===== config.mk =====
export PLATFORM = sky130hd
export DESIGN_NAME = byte_alu
export DESIGN_NICKNAME = d
export VERILOG_FILES = /design/src/byte_adder.v /design/src/byte_multiplier.v /design/src/byte_alu.v
export VERILOG_INCLUDE_DIRS = /design/src /design/src/pkg
export SDC_FILE = /design/constraint.sdc
export NUM_CORES = 1
export LEC_CHECK = 0
export BUFFER_PORTS_ARGS = -buffer_cell sky130_fd_sc_hd__buf_4
export CORE_ASPECT_RATIO = 0.75
export CORE_MARGIN = 4
export CORE_UTILIZATION = 50
export CTS_CLUSTER_SIZE = 20
export DETAILED_ROUTE_END_ITERATION = 8
export GPL_ROUTABILITY_DRIVEN = 0
export PLACE_DENSITY = 0.69
export SKIP_LAST_GASP = 1
export SLEW_MARGIN = 5
export SYNTH_ARGS = -nofsm -noshare
export SYNTH_HDL_FRONTEND = slang
export SYNTH_HIERARCHICAL = 1
export SYNTH_SLANG_ARGS = --single-unit

===== constraint.sdc =====
create_clock -name clk -period 17 [get_ports clk]
set_clock_uncertainty 0.15 [all_clocks]
set_input_delay 1.7 -clock clk [delete_from_list [all_inputs] [get_ports clk]]
set_output_delay 1.7 -clock clk [all_outputs]
set_load 0.02 [all_outputs]

===== src/pkg/alu_consts.vh =====
// Purpose: Constants for the byte ALU with multiplier.
// Assumes: Included by bare name from design files.
// Notes: Operation codes are the encoding of the op port.
`ifndef ALU_CONSTS_VH
`define ALU_CONSTS_VH
`define OP_W            5
`define OP_SUM          5'h00
`define OP_CARRY_SUM    5'h01
`define OP_WORD_PLUS    5'h02
`define OP_DIFF         5'h03
`define OP_DIFF_IMM     5'h04
`define OP_BORROW       5'h05
`define OP_BORROW_IMM   5'h06
`define OP_WORD_MINUS   5'h07
`define OP_AND          5'h08
`define OP_AND_IMM      5'h09
`define OP_OR           5'h0A
`define OP_OR_IMM       5'h0B
`define OP_XOR          5'h0C
`define OP_ONES_INV     5'h0D
`define OP_TWOS_INV     5'h0E
`define OP_SET_BITS     5'h0F
`define OP_CLR_BITS     5'h10
`define OP_PLUS_ONE     5'h11
`define OP_MINUS_ONE    5'h12
`define OP_TEST         5'h13
`define OP_ZERO_REG     5'h14
`define OP_ALL_ONES     5'h15
`define OP_MUL_U        5'h16
`define OP_MUL_S        5'h17
`define OP_MUL_SU       5'h18
`define OP_FRAC_U       5'h19
`define OP_FRAC_S       5'h1A
`define OP_FRAC_SU      5'h1B
`define ALL_ONES_BYTE   8'hFF
`define FLAG_C          0
`define FLAG_Z          1
`define FLAG_N          2
`define FLAG_V          3
`define FLAG_S          4
`define FLAG_H          5
`define FLAGS_W         6
`define FLAGS_RESET     6'h00
`define SINGLE_CYCLES   1
`define DOUBLE_CYCLES   2
`endif


===== src/byte_adder.v =====
// Purpose: Eight-bit add or subtract with carry-in, giving carry and half-carry.
// Assumes: Purely combinational; sub selects subtraction with borrow.
// Notes: Carry out is a borrow when subtracting.
`timescale 1ns/1ps
`default_nettype none
module byte_adder
(
    input  wire [7:0] a,
    input  wire [7:0] b,
    input  wire       cin,
    input  wire       sub,
    output wire [7:0] sum,
    output wire       cout,
    output wire       half,
    output wire       ovf
);
    wire [7:0] b_eff;
    wire [8:0] full;
    wire [4:0] low;
    assign b_eff = sub ? ~b : b;
    // Subtraction is a + ~b + ~borrow, so borrow flags are inverted carries.
    assign full  = {1'b0, a} + {1'b0, b_eff} + {8'h00, (cin ^ sub)};
    assign low   = {1'b0, a[3:0]} + {1'b0, b_eff[3:0]} + {4'h0, (cin ^ sub)};
    assign sum   = full[7:0];
    assign cout  = full[8] ^ sub;
    assign half  = low[4] ^ sub;
    assign ovf   = (a[7] == b_eff[7]) && (sum[7] != a[7]);
endmodule // byte_adder
`default_nettype wire


===== src/byte_multiplier.v =====
// Purpose: Registered 8x8 multiplier with signed, unsigned and mixed modes.
// Assumes: Operands stable when start pulses.
// Notes: Product is available one cycle after start.
`timescale 1ns/1ps
`default_nettype none
module byte_multiplier
(
    input  wire        clk,
    input  wire        rst,
    input  wire        start,
    input  wire [7:0]  a,
    input  wire [7:0]  b,
    input  wire        a_signed,
    input  wire        b_signed,
    output reg  [15:0] product_q
);
    wire signed [8:0]  a_ext;
    wire signed [8:0]  b_ext;
    wire signed [17:0] full;
    assign a_ext = {a_signed & a[7], a};
    assign b_ext = {b_signed & b[7], b};
    assign full  = a_ext * b_ext;
    always @(posedge clk)
    begin
        if (rst)
            product_q <= 16'h0000;
        else if (start)
            product_q <= full[15:0];
    end
endmodule // byte_multiplier
`default_nettype wire


===== src/byte_alu.v =====
// Purpose: Byte and word ALU datapath with multiplier and status flags.
// Assumes: Decoder presents op, operands and flags in the start cycle only.
// Notes: Result, write enables and flags are registered outputs.
`timescale 1ns/1ps
`default_nettype none
`include "alu_consts.vh"

module byte_alu
(
    input  wire                  clk,
    input  wire                  rst,
    input  wire                  start,
    input  wire [`OP_W-1:0]      op,
    input  wire [7:0]            dest,
    input  wire [7:0]            src,
    input  wire [7:0]            imm,
    input  wire [7:0]            pair_high,
    input  wire [7:0]            pair_low,
    input  wire [`FLAGS_W-1:0]   flags_in,
    output reg  [7:0]            result_low_q,
    output reg  [7:0]            result_high_q,
    output reg                   write_low_q,
    output reg                   write_pair_q,
    output reg                   product_pair_q,
    output reg  [`FLAGS_W-1:0]   flags_q,
    output reg                   flags_write_q,
    output reg                   busy_q,
    output reg                   done_q
);
    localparam ST_IDLE = 3'b001;
    localparam ST_WORD = 3'b010;
    localparam ST_MUL  = 3'b100;

    reg  [2:0]            state_q;
    reg  [2:0]            state_d;
    reg  [`OP_W-1:0]      op_q;
    reg  [15:0]           word_sum_q;
    reg                   word_carry_q;
    reg                   word_ovf_q;
    reg  [7:0]            a_in;
    reg  [7:0]            b_in;
    reg                   cin;
    reg                   sub;
    reg  [7:0]            res;
    reg  [`FLAGS_W-1:0]   fl;
    reg                   wr;
    reg                   fwr;
    reg  [16:0]           word_calc;
    reg  [15:0]           prod_out;
    reg  [15:0]           word_res;
    wire [7:0]            add_sum;
    wire                  add_cout;
    wire                  add_half;
    wire                  add_ovf;
    wire [15:0]           product;
    wire                  mul_start;
    wire                  a_sg;
    wire                  b_sg;

    // Logic flags: V cleared, N from top bit, Z on zero, S follows N xor V.
    function [`FLAGS_W-1:0] logic_flags;
        input [7:0]          r;
        input [`FLAGS_W-1:0] old;
        begin
            logic_flags            = old;
            logic_flags[`FLAG_Z]   = (r == 8'h00);
            logic_flags[`FLAG_N]   = r[7];
            logic_flags[`FLAG_V]   = 1'b0;
            logic_flags[`FLAG_S]   = r[7];
        end
    endfunction

    function is_mul;
        input [`OP_W-1:0] o;
        begin
            is_mul = (o >= `OP_MUL_U) && (o <= `OP_FRAC_SU);
        end
    endfunction

    byte_adder u_adder
    (
        .a    (a_in),
        .b    (b_in),
        .cin  (cin),
        .sub  (sub),
        .sum  (add_sum),
        .cout (add_cout),
        .half (add_half),
        .ovf  (add_ovf)
    );

    assign mul_start = start && !busy_q && is_mul(op);
    assign a_sg = (op == `OP_MUL_S) || (op == `OP_MUL_SU) ||
                  (op == `OP_FRAC_S) || (op == `OP_FRAC_SU);
    assign b_sg = (op == `OP_MUL_S) || (op == `OP_FRAC_S);

    byte_multiplier u_mul
    (
        .clk       (clk),
        .rst       (rst),
        .start     (mul_start),
        .a         (dest),
        .b         (src),
        .a_signed  (a_sg),
        .b_signed  (b_sg),
        .product_q (product)
    );

    // Single-cycle byte path.
    always @*
    begin
        a_in = dest;
        b_in = src;
        cin  = 1'b0;
        sub  = 1'b0;
        res  = add_sum;
        fl   = flags_in;
        wr   = 1'b1;
        fwr  = 1'b1;
        case (op)
            `OP_SUM, `OP_CARRY_SUM:
            begin
                cin = (op == `OP_CARRY_SUM) & flags_in[`FLAG_C];
            end
            `OP_DIFF, `OP_DIFF_IMM, `OP_BORROW, `OP_BORROW_IMM:
            begin
                sub  = 1'b1;
                b_in = ((op == `OP_DIFF_IMM) || (op == `OP_BORROW_IMM)) ? imm : src;
                cin  = ((op == `OP_BORROW) || (op == `OP_BORROW_IMM)) &
                       flags_in[`FLAG_C];
            end
            `OP_TWOS_INV:
            begin
                sub  = 1'b1;
                a_in = 8'h00;
                b_in = dest;
            end
            `OP_ONES_INV:
            begin
                sub  = 1'b1;
                a_in = `ALL_ONES_BYTE;
                b_in = dest;
            end
            `OP_PLUS_ONE:
                b_in = 8'h01;
            `OP_MINUS_ONE:
            begin
                sub  = 1'b1;
                b_in = 8'h01;
            end
            default:
                b_in = src;
        endcase
        case (op)
            `OP_SUM, `OP_CARRY_SUM, `OP_DIFF, `OP_DIFF_IMM, `OP_TWOS_INV:
            begin
                fl[`FLAG_Z] = (add_sum == 8'h00);
                fl[`FLAG_C] = add_cout;
                fl[`FLAG_N] = add_sum[7];
                fl[`FLAG_V] = add_ovf;
                fl[`FLAG_S] = add_sum[7] ^ add_ovf;
                fl[`FLAG_H] = add_half;
            end
            `OP_BORROW, `OP_BORROW_IMM:
            begin
                // Zero only stays set across a borrow chain.
                fl[`FLAG_Z] = (add_sum == 8'h00) & flags_in[`FLAG_Z];
                fl[`FLAG_C] = add_cout;
                fl[`FLAG_N] = add_sum[7];
                fl[`FLAG_V] = add_ovf;
                fl[`FLAG_S] = add_sum[7] ^ add_ovf;
                fl[`FLAG_H] = add_half;
            end
            `OP_ONES_INV:
            begin
                fl = logic_flags(add_sum, flags_in);
                fl[`FLAG_C] = 1'b1;
            end
            `OP_PLUS_ONE, `OP_MINUS_ONE:
            begin
                fl = logic_flags(add_sum, flags_in);
                fl[`FLAG_V] = add_ovf;
                fl[`FLAG_S] = add_sum[7] ^ add_ovf;
            end
            `OP_AND, `OP_AND_IMM, `OP_TEST:
            begin
                res = dest & ((op == `OP_AND_IMM) ? imm : ((op == `OP_TEST) ? dest : src));
                fl  = logic_flags(res, flags_in);
            end
            `OP_OR, `OP_OR_IMM, `OP_SET_BITS:
            begin
                res = dest | ((op == `OP_OR) ? src : imm);
                fl  = logic_flags(res, flags_in);
            end
            `OP_XOR, `OP_ZERO_REG:
            begin
                res = dest ^ ((op == `OP_XOR) ? src : dest);
                fl  = logic_flags(res, flags_in);
            end
            `OP_CLR_BITS:
            begin
                res = dest & (`ALL_ONES_BYTE ^ imm);
                fl  = logic_flags(res, flags_in);
            end
            `OP_ALL_ONES:
            begin
                res = `ALL_ONES_BYTE;
                fwr = 1'b0;
            end
            default:
            begin
                wr  = 1'b0;
                fwr = 1'b0;
            end
        endcase
    end

    // Word operations on the pair; first cycle computes, second writes.
    always @*
    begin
        if (op == `OP_WORD_MINUS)
            word_calc = {1'b0, pair_high, pair_low} - {9'h000, imm};
        else
            word_calc = {1'b0, pair_high, pair_low} + {9'h000, imm};
    end

    always @*
    begin
        prod_out = product;
        if (op_q >= `OP_FRAC_U)
            prod_out = {product[14:0], 1'b0};
    end

    always @*
    begin
        word_res = (state_q == ST_MUL) ? prod_out : word_sum_q;
        state_d  = ST_IDLE;
        case (state_q)
            ST_IDLE:
            begin
                if (start && (op == `OP_WORD_PLUS || op == `OP_WORD_MINUS))
                    state_d = ST_WORD;
                else if (start && is_mul(op))
                    state_d = ST_MUL;
            end
            default:
                state_d = ST_IDLE;
        endcase
    end

    always @(posedge clk)
    begin
        if (rst)
        begin
            state_q        <= ST_IDLE;
            op_q           <= `OP_SUM;
            word_sum_q     <= 16'h0000;
            word_carry_q   <= 1'b0;
            word_ovf_q     <= 1'b0;
            result_low_q   <= 8'h00;
            result_high_q  <= 8'h00;
            write_low_q    <= 1'b0;
            write_pair_q   <= 1'b0;
            product_pair_q <= 1'b0;
            flags_q        <= `FLAGS_RESET;
            flags_write_q  <= 1'b0;
            busy_q         <= 1'b0;
            done_q         <= 1'b0;
        end
        else
        begin
            state_q        <= state_d;
            write_low_q    <= 1'b0;
            write_pair_q   <= 1'b0;
            product_pair_q <= 1'b0;
            flags_write_q  <= 1'b0;
            done_q         <= 1'b0;
            busy_q         <= (state_d != ST_IDLE);
            if (state_q == ST_IDLE && start)
            begin
                op_q         <= op;
                word_sum_q   <= word_calc[15:0];
                word_carry_q <= word_calc[16];
                word_ovf_q   <= (op == `OP_WORD_MINUS) ?
                                (pair_high[7] & ~word_calc[15]) :
                                (~pair_high[7] & word_calc[15]);
                if (state_d == ST_IDLE)
                begin
                    result_low_q  <= res;
                    write_low_q   <= wr;
                    flags_q       <= fl;
                    flags_write_q <= fwr;
                    done_q        <= 1'b1;
                end
                else
                    flags_q       <= flags_in;
            end
            else if (state_q != ST_IDLE)
            begin
                result_low_q   <= word_res[7:0];
                result_high_q  <= word_res[15:8];
                write_pair_q   <= 1'b1;
                product_pair_q <= (state_q == ST_MUL);
                flags_write_q  <= 1'b1;
                done_q         <= 1'b1;
                flags_q[`FLAG_Z] <= (word_res == 16'h0000);
                if (state_q == ST_MUL)
                    flags_q[`FLAG_C] <= product[15];
                else
                begin
                    flags_q[`FLAG_C] <= word_carry_q;
                    flags_q[`FLAG_N] <= word_sum_q[15];
                    flags_q[`FLAG_V] <= word_ovf_q;
                    flags_q[`FLAG_S] <= word_sum_q[15] ^ word_ovf_q;
                end
            end
        end
    end
endmodule // byte_alu
`default_nettype wire


# Yosys cells after proc, flatten, opt, wreduce, memory -nomap -nowiden
# Cells that the tools add are included.
[word_totals] out_inout_bits=28 mem_bits_rw=0 memories=0 romBits=0 regBits=70 wordCells=159 inputBits=54 latchBits=0
[op_classes] div=0 eq_ne=34 mul=1 addsub=6 mux=34 magnitude_cmp=3 bitwise=23 n_reduce_logical=41 shift=0
[op_table] cell="2-to-1 mux 8 bit" count=9
[op_table] cell="== test 5 bit, second input constant" count=10
[op_table] cell="one-hot mux 6 bit (8 select lines)" count=1
[op_table] cell="== test 5 x 4 -> 1 bit, second input constant" count=8
[op_table] cell="zero test 8 bit" count=5
[op_table] cell="one-hot mux 8 bit (5 select lines)" count=1
[op_table] cell="2-to-1 mux 16 bit" count=2
[op_table] cell="one-hot mux 8 bit (3 select lines)" count=1
[op_table] cell="== test 5 x 3 -> 1 bit, second input constant" count=4
[op_table] cell="OR reduction 20 bit" count=1
[op_table] cell="OR reduction 19 bit" count=1
[op_table] cell="adder 16 x 8 -> 17 bit" count=1
[op_table] cell="2-to-1 mux 17 bit" count=1
[op_table] cell="subtractor 16 x 8 -> 17 bit" count=1
[op_table] cell="bitwise AND 8 bit" count=2
[op_table] cell="zero test 16 bit" count=1
[op_table] cell="multiplier 9 x 9 -> 16 bit" count=1
[op_table] cell="inverter 8 bit" count=2
[op_table] cell="one-hot mux 8 bit (2 select lines)" count=1
[op_table] cell="2-to-1 mux 3 bit" count=4
[op_table] cell="OR reduction 2 bit" count=6
[op_table] cell="OR reduction 3 bit" count=4
[op_table] cell="== test 5 x 2 -> 1 bit, second input constant" count=2
[op_table] cell="greater-or-equal comparator 5 bit, second input constant" count=2
[op_table] cell="other kinds (31)" count=71

# Depth between registers and ports, before layout
# Gate-level depths: netlist of the first run.
[depth] depth_word=14 mapped_depth=22 depth_no_buf=21

# Hierarchy
# Netlist of the first run, hierarchy kept.
[modules_own_cells] mod="byte_alu" n_inst=1 cells_each=692 seq_area_each_um2=1081.0 area_per_inst_um2=4969.8
[modules_own_cells] mod="byte_multiplier" n_inst=1 cells_each=380 seq_area_each_um2=320.3 area_per_inst_um2=3369.5
[modules_own_cells] mod="byte_adder" n_inst=1 cells_each=50 seq_area_each_um2=0.0 area_per_inst_um2=424.2

# Least setup slack after synthesis of the first run
# Ideal clock, no wire load.
[synth_timing] kind="in2reg" startpoint="in op[1]" endpoint="reg u_mul.product_q[13]" cell_stages=21 required_time_ns=16.718 setup_time_ns=0.132 slack_ns=10.003 arrival_time_ns=6.715 path_buffers=3 cell_sequence="buf_2 clkbuf_1 buf_2 a32oi_1 nor2_1 nand3_1 fa_1 fa_1 inv_1 fa_1 inv_1 fa_1 fa_1 inv_1 ha_1 o21a_1 o31a_1 o211a_1 nor3_1 nand3b_1 a21oi_1"
[synth_via] elab_chain_len=6 word_cells_on_any_way=15 classes_between="mul: 1; order compare: 2; eq/ne: 4; bitwise: 2; reduce/logical: 6"
[synth_lines] item="start: declaration" line_no="byte_alu.v:13" source="input wire [`OP_W-1:0] op,"
[synth_lines] item="== test 5 bit (no source line)"
[synth_lines] item="logical OR 1 bit (2 in a row)" line_no="byte_alu.v:93" source="assign a_sg = (op == `OP_MUL_S) || (op == `OP_MUL_SU) ||"
[synth_lines] item="logical OR 1 bit *" line_no="byte_alu.v:93"
[synth_lines] item="named net a_sg" line_no="byte_alu.v:57" source="wire a_sg;"
[synth_lines] item="bitwise AND 1 bit *" line_no="byte_multiplier.v:20" source="assign a_ext = {a_signed & a[7], a};"
[synth_lines] item="multiplier 9 x 9 -> 16 bit *" line_no="byte_multiplier.v:22" source="assign full = a_ext * b_ext;"
[synth_lines] item="end signal: assignment" line_no="byte_multiplier.v:28" source="product_q <= full[15:0];"
[synth_lines] item="end: declaration" line_no="byte_multiplier.v:15" source="output reg [15:0] product_q"
# Mark *: on every way through the listed nets, which the timed path passes. The rest lies on a longest branch.
# A chain may end at the register's enable or synchronous reset.

# Worst setup path in the final report of the first run
[layout_timing] startpoint="in op[3]" endpoint="reg u_mul.product_q[13]"
[layout_via] word_cells_on_any_way=15 classes_between="mul: 1; order compare: 2; eq/ne: 4; bitwise: 2; reduce/logical: 6"
[layout_rtl] item="== test 5 bit (no source line)"
[layout_rtl] item="logical OR 1 bit *" line_no="byte_alu.v:95" source="assign b_sg = (op == `OP_MUL_S) || (op == `OP_FRAC_S);"
[layout_rtl] item="named net b_sg" line_no="byte_alu.v:58" source="wire b_sg;"
[layout_rtl] item="bitwise AND 1 bit *" line_no="byte_multiplier.v:21" source="assign b_ext = {b_signed & b[7], b};"
[layout_rtl] item="multiplier 9 x 9 -> 16 bit *" line_no="byte_multiplier.v:22"
# Marks and branches as above.

==> flow_summary_export.csv, run 1 <==
group,metric,value,unit
detailed_routing,drc,0,
timing,max_freq,144,MHz
floorplanning,die_w,161,um
detailed_routing,ant_nets,0,
power_and_ir_drop,peakVddDrop,0.0000475,V
status,run_status,"finished, final reports clean",
detailed_routing,wire_per_inst,18.8,um
worst_setup_path,reg2reg_from,"op_q[0]",
hold_path,hold_path.class,"reg -> reg",
yosys,synth_simple_gate_area_frac,0.218,
worst_setup_path,crit_path_start,"op[3]",
worst_setup_path,critPathTopFamily,"adder cells",
yosys,synthMuxAreaShare,0.0298,
yosys,synth_fa_ha_area_frac,0.234,
timing,hold_viol,0,
timing,finalCritPeriodShare,0.409,
yosys,synth.distinct_cells,87,
timing,setup_viol,0,
yosys,syn_area_per_cell,7.81,um2
worst_setup_path,cp_data_arrival_time,7000,ps
worst_setup_path,worstPathRequired,17050,ps
clock_tree,ctsResizeCount,0,
yosys,syn_inst,1122,
detailed_routing,routed_via_density,5.96,
yosys,ys_ff_latch,70,
clock_tree,cts_setup_buffers,0,
clock_tree,cts_buffers,9,
floorplanning,rows,41,
global_routing,grt_overflow,0,
yosys,synth_compound_area_frac,0.225,
job,maxCapViolations,0,
global_routing,grtUsageTotal,0.265,
yosys,synth_xor_area_frac,0.0480,
clock_tree,tritoncts,"built",
clock_tree,path_clk_slew,70,ps
yosys,syn_area,8760,um2
worst_setup_path,slowest_delay,510,ps
yosys,synth_ff_type,"dfxtp_1",
global_routing,grt_max_degree,74,
timing,relSlewSlack,0.223,
yosys,synth_most_common_cell,"nand2_1",
layout,fin_util,0.567,
timing,tns,0,ps
layout,area_delta_synth_final,10.2,%
global_routing,grt_pass1_wl,41.9,mm
worst_setup_path,crit_path_cell_trace,"buf_4 -> inv_1 -> nor3_1 -> a21oi_1 -> nor3_1 -> nand2_1 -> or2_2 -> fa_1 -> fa_1 -> inv_1 -> fa_1 -> inv_1 -> fa_1 -> fa_1 -> inv_1 -> ha_1 -> o21a_1 -> o31a_1 -> o211a_1 -> nor3_1 -> nand3b_1 -> a21oi_1",
place,dpl.hpwl,19.9,mm
detailed_routing,dr.pass1.iters,8,
layout,antenna_cells,0,
floorplanning,fp.dieH,123,um
worst_setup_path,crit_fanout,24,
detailed_routing,via_count,8282,
detailed_routing,drt_wl_total,26.1,mm
timing,drv_slew,0,
clock_tree,root_buffer,"clkbuf_16",
yosys,synth_top_family_by_area,"adder cells",
floorplanning,num_io_pins,82,
timing,rsz0062_at_grt,"false",
place,portBuffers,81,
worst_setup_path,crit_top_cell,"fa_1",
floorplanning,initial_core_util,0.515,
global_routing,first_global_vias,7539,
worst_setup_path,crit_buf_inv,5,
yosys,synthArstFlopShare,0,
timing,tightestPinTransition,1160,ps
clock_tree,clk_path_buf_depth,2,
yosys,ys_top_cells_by_area,"dfxtp_1 16%, fa_1 15%, ha_1 8.3%",
clock_tree,hold_buffers,0,
clock_tree,insertion_delay,340,ps
yosys,synth_top_area_cell,"dfxtp_1",
hold_path,hp-start,"result_high_q[6]",
layout,drive_gt1_frac,0.123,
layout,fillers,1632,
yosys,synthTopCellsByCount,"145 x nand2_1, 110 x inv_1, 75 x a21oi_1, 70 x dfxtp_1, 69 x nor2_1",
clock_tree,clock_sinks,70,
yosys,yosysWarningCount,6,
worst_setup_path,end_kind,"flop",
timing,final.min_clock_period,6960,ps
global_routing,antenna_found_initial,0,
yosys,synth_edf_count,0,
power_and_ir_drop,leakage,4.34,nW
worst_setup_path,crit_type,"in -> reg",
floorplanning,dieArea,19700,um2
power_and_ir_drop,cellPowerDensity,83.3,nW/um2
worst_setup_path,slowest_stage,"fa_1",
detailed_routing,dr.first_iter.drc_count,962,
floorplanning,core_area,17000,um2
layout,layout.nets,1326,
yosys,synth_top_area_share,0.160,
clock_tree,cts_max_level,3,
yosys,syn_nets,1300,
worst_setup_path,start_kind,"input port",
yosys,yosysSeqAreaShare,0.160,
==> flip-flops by register name (all words and copies together) (netlist names), 3 cells and up <==
signal,count
flags_q,6
op_q,5
result_high_q,8
result_low_q,8
state_q,3
u_mul/product_q,16
word_sum_q,16
==> cell families after synthesis <==
logic type      after synthesis
flops                        70
xor+xnor                     48
fa+ha+maj                   124
mux                          26
simple gates                386
compound gates              287
buf+inv                     181
==> layout make-up <==
| type | count | area (um2) | share of cell area |
|---|---|---|---|
| inverters | 110 | 413 | 0.0427 |
| well taps | 236 | 295 | 0.0306 |
| repair buffers | 86 | 646 | 0.0668 |
| clock buffers | 9 | 225 | 0.0233 |
| clock inverters | 7 | 62.6 | 0.00648 |
| flip-flops and latches | 70 | 1400 | 0.145 |
| multi-input cells | 871 | 6620 | 0.685 |
==> metal layers <==
layer  track usage  up-vias  share of wire
met2         0.372      369           0.41
met3        0.0598       32          0.094
li1              -     3958              -
met5             0        -              0
met4        0.0453        0          0.012
met1         0.416     3923           0.48
==> worst reg2reg max path, delay by kind of cell (launching register included) <==
kind | cells | cell delay, ps
muxes | 1 | 280
and+or+nand+nor | 3 | 940
AOI/OAI and AO/OA | 3 | 1400
DFF | 1 | 340
==> placed cells by master, fill, tap and decap left out, drive strengths merged, types with 6 or more instances in the layout <==
cell type	count
nand3	24
a21oi	79
o31ai	12
nor2	70
mux2i	25
a31oi	12
nand2b	15
ha	58
nand4	9
o22ai	12
or3	9
a222oi	8
nor3b	11
nor2b	13
dfxtp	70
xor2	24
and3	6
o221a	8
nor4	8
o21a	10
fa	66
a21o	20
buf	86
o21ai	57
a311oi	7
o211ai	6
nor3	20
and2	23
clkbuf	9
a211oi	13
xnor2	24
inv	115
nand3b	11
or2	6
nand2	145
==> power breakdown <==
group | switching [mW] | total [mW] | leakage, nW | internal (mW)
registers | 0.0114 | 0.189 | 0.573 | 0.178
clock network | 0.0821 | 0.184 | 0.139 | 0.102
logic | 0.253 | 0.432 | 3.63 | 0.179
total | 0.346 | 0.805 | 4.34 | 0.459
==> path summary, 6_finish.rpt <==
path	to	slack (ps)	cells past startpoint
worst max-delay path	u_mul/product_q[13]	10040	22
worst min-delay path	result_high_q[6]	300	2
worst max register to register	flags_q[1]	13850	7
worst min register to register	result_high_q[6]	300	2
==> per-stage QoR <==
step	setup slack (ps)	hold slack, ps	cells	instance area [um2]	total power, mW
after CTS	10100	305	1389	9660	0.801
after detailed placement	9720	297	1373	9370	0.614
after global placement	9820	290	1373	9370	0.609
after floorplan	10000	279	1122	8760	0.504
final	10040	302	1389	9660	0.805
after global routing	9760	314	1389	9660	0.867
No activity file was read; power rests on OpenSTA's default activity.
==> inputs of run 2 (changes only) <==
ABC_AREA = 1   (was unset)
PLACE_DENSITY = 0.72   (was 0.69)
clock period = 6.3 ns   (was 17 ns; I/O delays follow)
==> run 2 against run 1 <==
  * First-iteration DRC count up 39%
  * Utilization rose by 0.34 points
  * Cell area rose by 4.9%
  * Sequential share of layout area is 0.68 points lower
  * Final cell count increased by 23%
  * Combinational power grew to 3.0 times the previous value
  * Largest cell class unchanged
  * Highest routed layer unchanged
==> flow_summary_export.csv, run 2 <==
group,metric,value,unit
floorplanning,core_area,17800,um2
yosys,synth_top_area_cell,"dfxtp_1",
detailed_routing,wire_per_inst,16.8,um
detailed_routing,drc,0,
power_and_ir_drop,peakVddDrop,0.000142,V
yosys,syn_area_per_cell,6.47,um2
worst_setup_path,slowest_delay,530,ps
yosys,synth_top_area_share,0.154,
global_routing,first_global_vias,8536,
job,maxCapViolations,0,
yosys,synth_xor_area_frac,0.0365,
clock_tree,path_clk_slew,50,ps
layout,layout.nets,1643,
floorplanning,rows,42,
clock_tree,clock_sinks,70,
layout,layout_common_cells,"324 x nand2_1, 245 x inv_1, 153 x nor2_1, 102 x nand3_1, 91 x o21ai_0",
timing,tns,0,ps
power_and_ir_drop,leakage,5.54,nW
timing,relSlewSlack,0.434,
yosys,ys_ff_latch,70,
timing,drv_slew,0,
clock_tree,clk_path_buf_depth,2,
worst_setup_path,start_kind,"input port",
worst_setup_path,end_kind,"flop",
timing,final.min_clock_period,5590,ps
worst_setup_path,crit_buf_inv,8,
timing,setup_viol,0,
power_and_ir_drop,p_total,2.27,mW
yosys,synth_simple_gate_area_frac,0.314,
timing,tightestPinTransition,842,ps
yosys,synth_compound_area_frac,0.139,
layout,multiInputGateArea,6520,um2
detailed_routing,drt_wl_total,28.8,mm
global_routing,antenna_found_initial,0,
clock_tree,cts_setup_buffers,0,
place,dpl.hpwl,23.1,mm
worst_setup_path,slowest_stage,"fa_1",
global_routing,grtUsageTotal,0.278,
clock_tree,ctsResizeCount,0,
worst_setup_path,crit_top_cell,"nand2_1",
worst_setup_path,r2r_slack,3340,ps
yosys,ys_top_cells_by_area,"dfxtp_1 15%, fa_1 14%, nand2_1 13%",
layout,fillers,1795,
worst_setup_path,critPathTopFamily,"adder cells",
yosys,synthTopCellsByCount,"324 x nand2_1, 245 x inv_1, 154 x nor2_1, 102 x nand3_1, 92 x o21ai_0",
clock_tree,root_buffer,"clkbuf_16",
worst_setup_path,crit_fanout,9,
floorplanning,num_io_pins,82,
worst_setup_path,cp_data_arrival_time,5670,ps
worst_setup_path,worstPathRequired,6380,ps
timing,finalCritPeriodShare,0.887,
global_routing,grt_pass1_wl,45.5,mm
timing,max_freq,179,MHz
clock_tree,cts_buffers,9,
hold_path,hold_path.class,"reg -> reg",
detailed_routing,via_count,9423,
layout,largestRegisters,"u_mul/product_q x16, word_sum_q x16",
clock_tree,tritoncts,"built",
timing,hold_viol,0,
yosys,yosysSeqAreaShare,0.154,
yosys,yosysWarningCount,6,
clock_tree,hold_buffers,0,
layout,drive_gt1_frac,0.111,
yosys,synth.distinct_cells,52,
floorplanning,initial_core_util,0.514,
detailed_routing,ant_nets,0,
yosys,synthMuxAreaShare,0,
yosys,synthArstFlopShare,0,
global_routing,grt_overflow,0,
floorplanning,dieArea,20500,um2
floorplanning,die_w,164,um
layout,regArea,1400,um2
place,portBuffers,81,
floorplanning,fp.dieH,125,um
yosys,syn_area,9120,um2
detailed_routing,dr.pass1.iters,6,
detailed_routing,dr.first_iter.drc_count,1341,
worst_setup_path,crit_type,"in -> reg",
yosys,syn_nets,1588,
clock_tree,cts_max_level,3,
global_routing,grt_max_degree,58,
yosys,synth_edf_count,0,
timing,rsz0062_at_grt,"false",
layout,antenna_cells,0,
yosys,syn_inst,1410,
clock_tree,insertion_delay,340,ps
yosys,synth_fa_ha_area_frac,0.224,
power_and_ir_drop,cellPowerDensity,224,nW/um2
layout,area_delta_synth_final,11.1,%
detailed_routing,routed_via_density,5.50,
status,run_status,"finished, final reports clean",
layout,final_common_cell,"nand2_1",
yosys,synth_top_family_by_area,"simple AND/OR/NAND/NOR gates",
yosys,synth_ff_type,"dfxtp_1",
yosys,synth_most_common_cell,"nand2_1",
-- run 2: path summary, 6_finish.rpt --
kind,startpoint,end,cells after the start
setup reg to reg,state_q[1],result_low_q[2],9
hold / removal,result_low_q[7],result_low_q[7],2
setup / recovery,op[3],u_mul/product_q[11],27
hold reg to reg,result_low_q[7],result_low_q[7],2
-- run 2: power breakdown --
group	internal [mW]	leakage (nW)	switching, mW
clock network	0.277	0.135	0.195
registers	0.480	0.576	0.0256
logic	0.465	4.83	0.828
total	1.22	5.54	1.05
-- run 2: final cells by class --
type / count / share of cell area
clock buffer: 11 / 0.0240
clock inverter: 5 / 0.00346
inverter: 257 / 0.0954
multi-input combinational: 1038 / 0.643
sequential: 70 / 0.138
tap: 242 / 0.0299
timing repair buffer: 89 / 0.0659
-- run 2: logic make-up (layout without fill, tap and decap cells) --
| kind of cell | Yosys count | in the layout |
|---|---|---|
| compound gates | 224 | 224 |
| xor+xnor | 38 | 38 |
| flops | 70 | 70 |
| fa+ha+maj | 124 | 124 |
| buf+inv | 302 | 362 |
| simple gates | 652 | 652 |
-- run 2: tightest hold or removal path, cell delays in order, from the launching register on --
cell and delay [ps]:
dfxtp_1 310, nand2_1 60, a21oi_1 50
-- run 2: through the flow --
step / hold slack, ps / util / cells / worst slack (ps) / cell area, um2
after global routing: 337 / 0.571 / 1712 / 368 / 10100
final: 323 / 0.571 / 1712 / 711 / 10100
after floorplan: 321 / - / 1410 / 641 / 9120
after global placement: 310 / 0.555 / 1696 / 538 / 9860
after CTS: 323 / 0.571 / 1712 / 733 / 10100
after detailed placement: 315 / 0.555 / 1696 / 390 / 9860
-- run 2: per-layer routing --
layer	GRT usage	share of wire	vias to the layer above
met5	0	0	-
met4	0.0557	0.022	0
met3	0.0921	0.13	60
met2	0.366	0.38	543
met1	0.436	0.46	4259
li1	-	-	4561
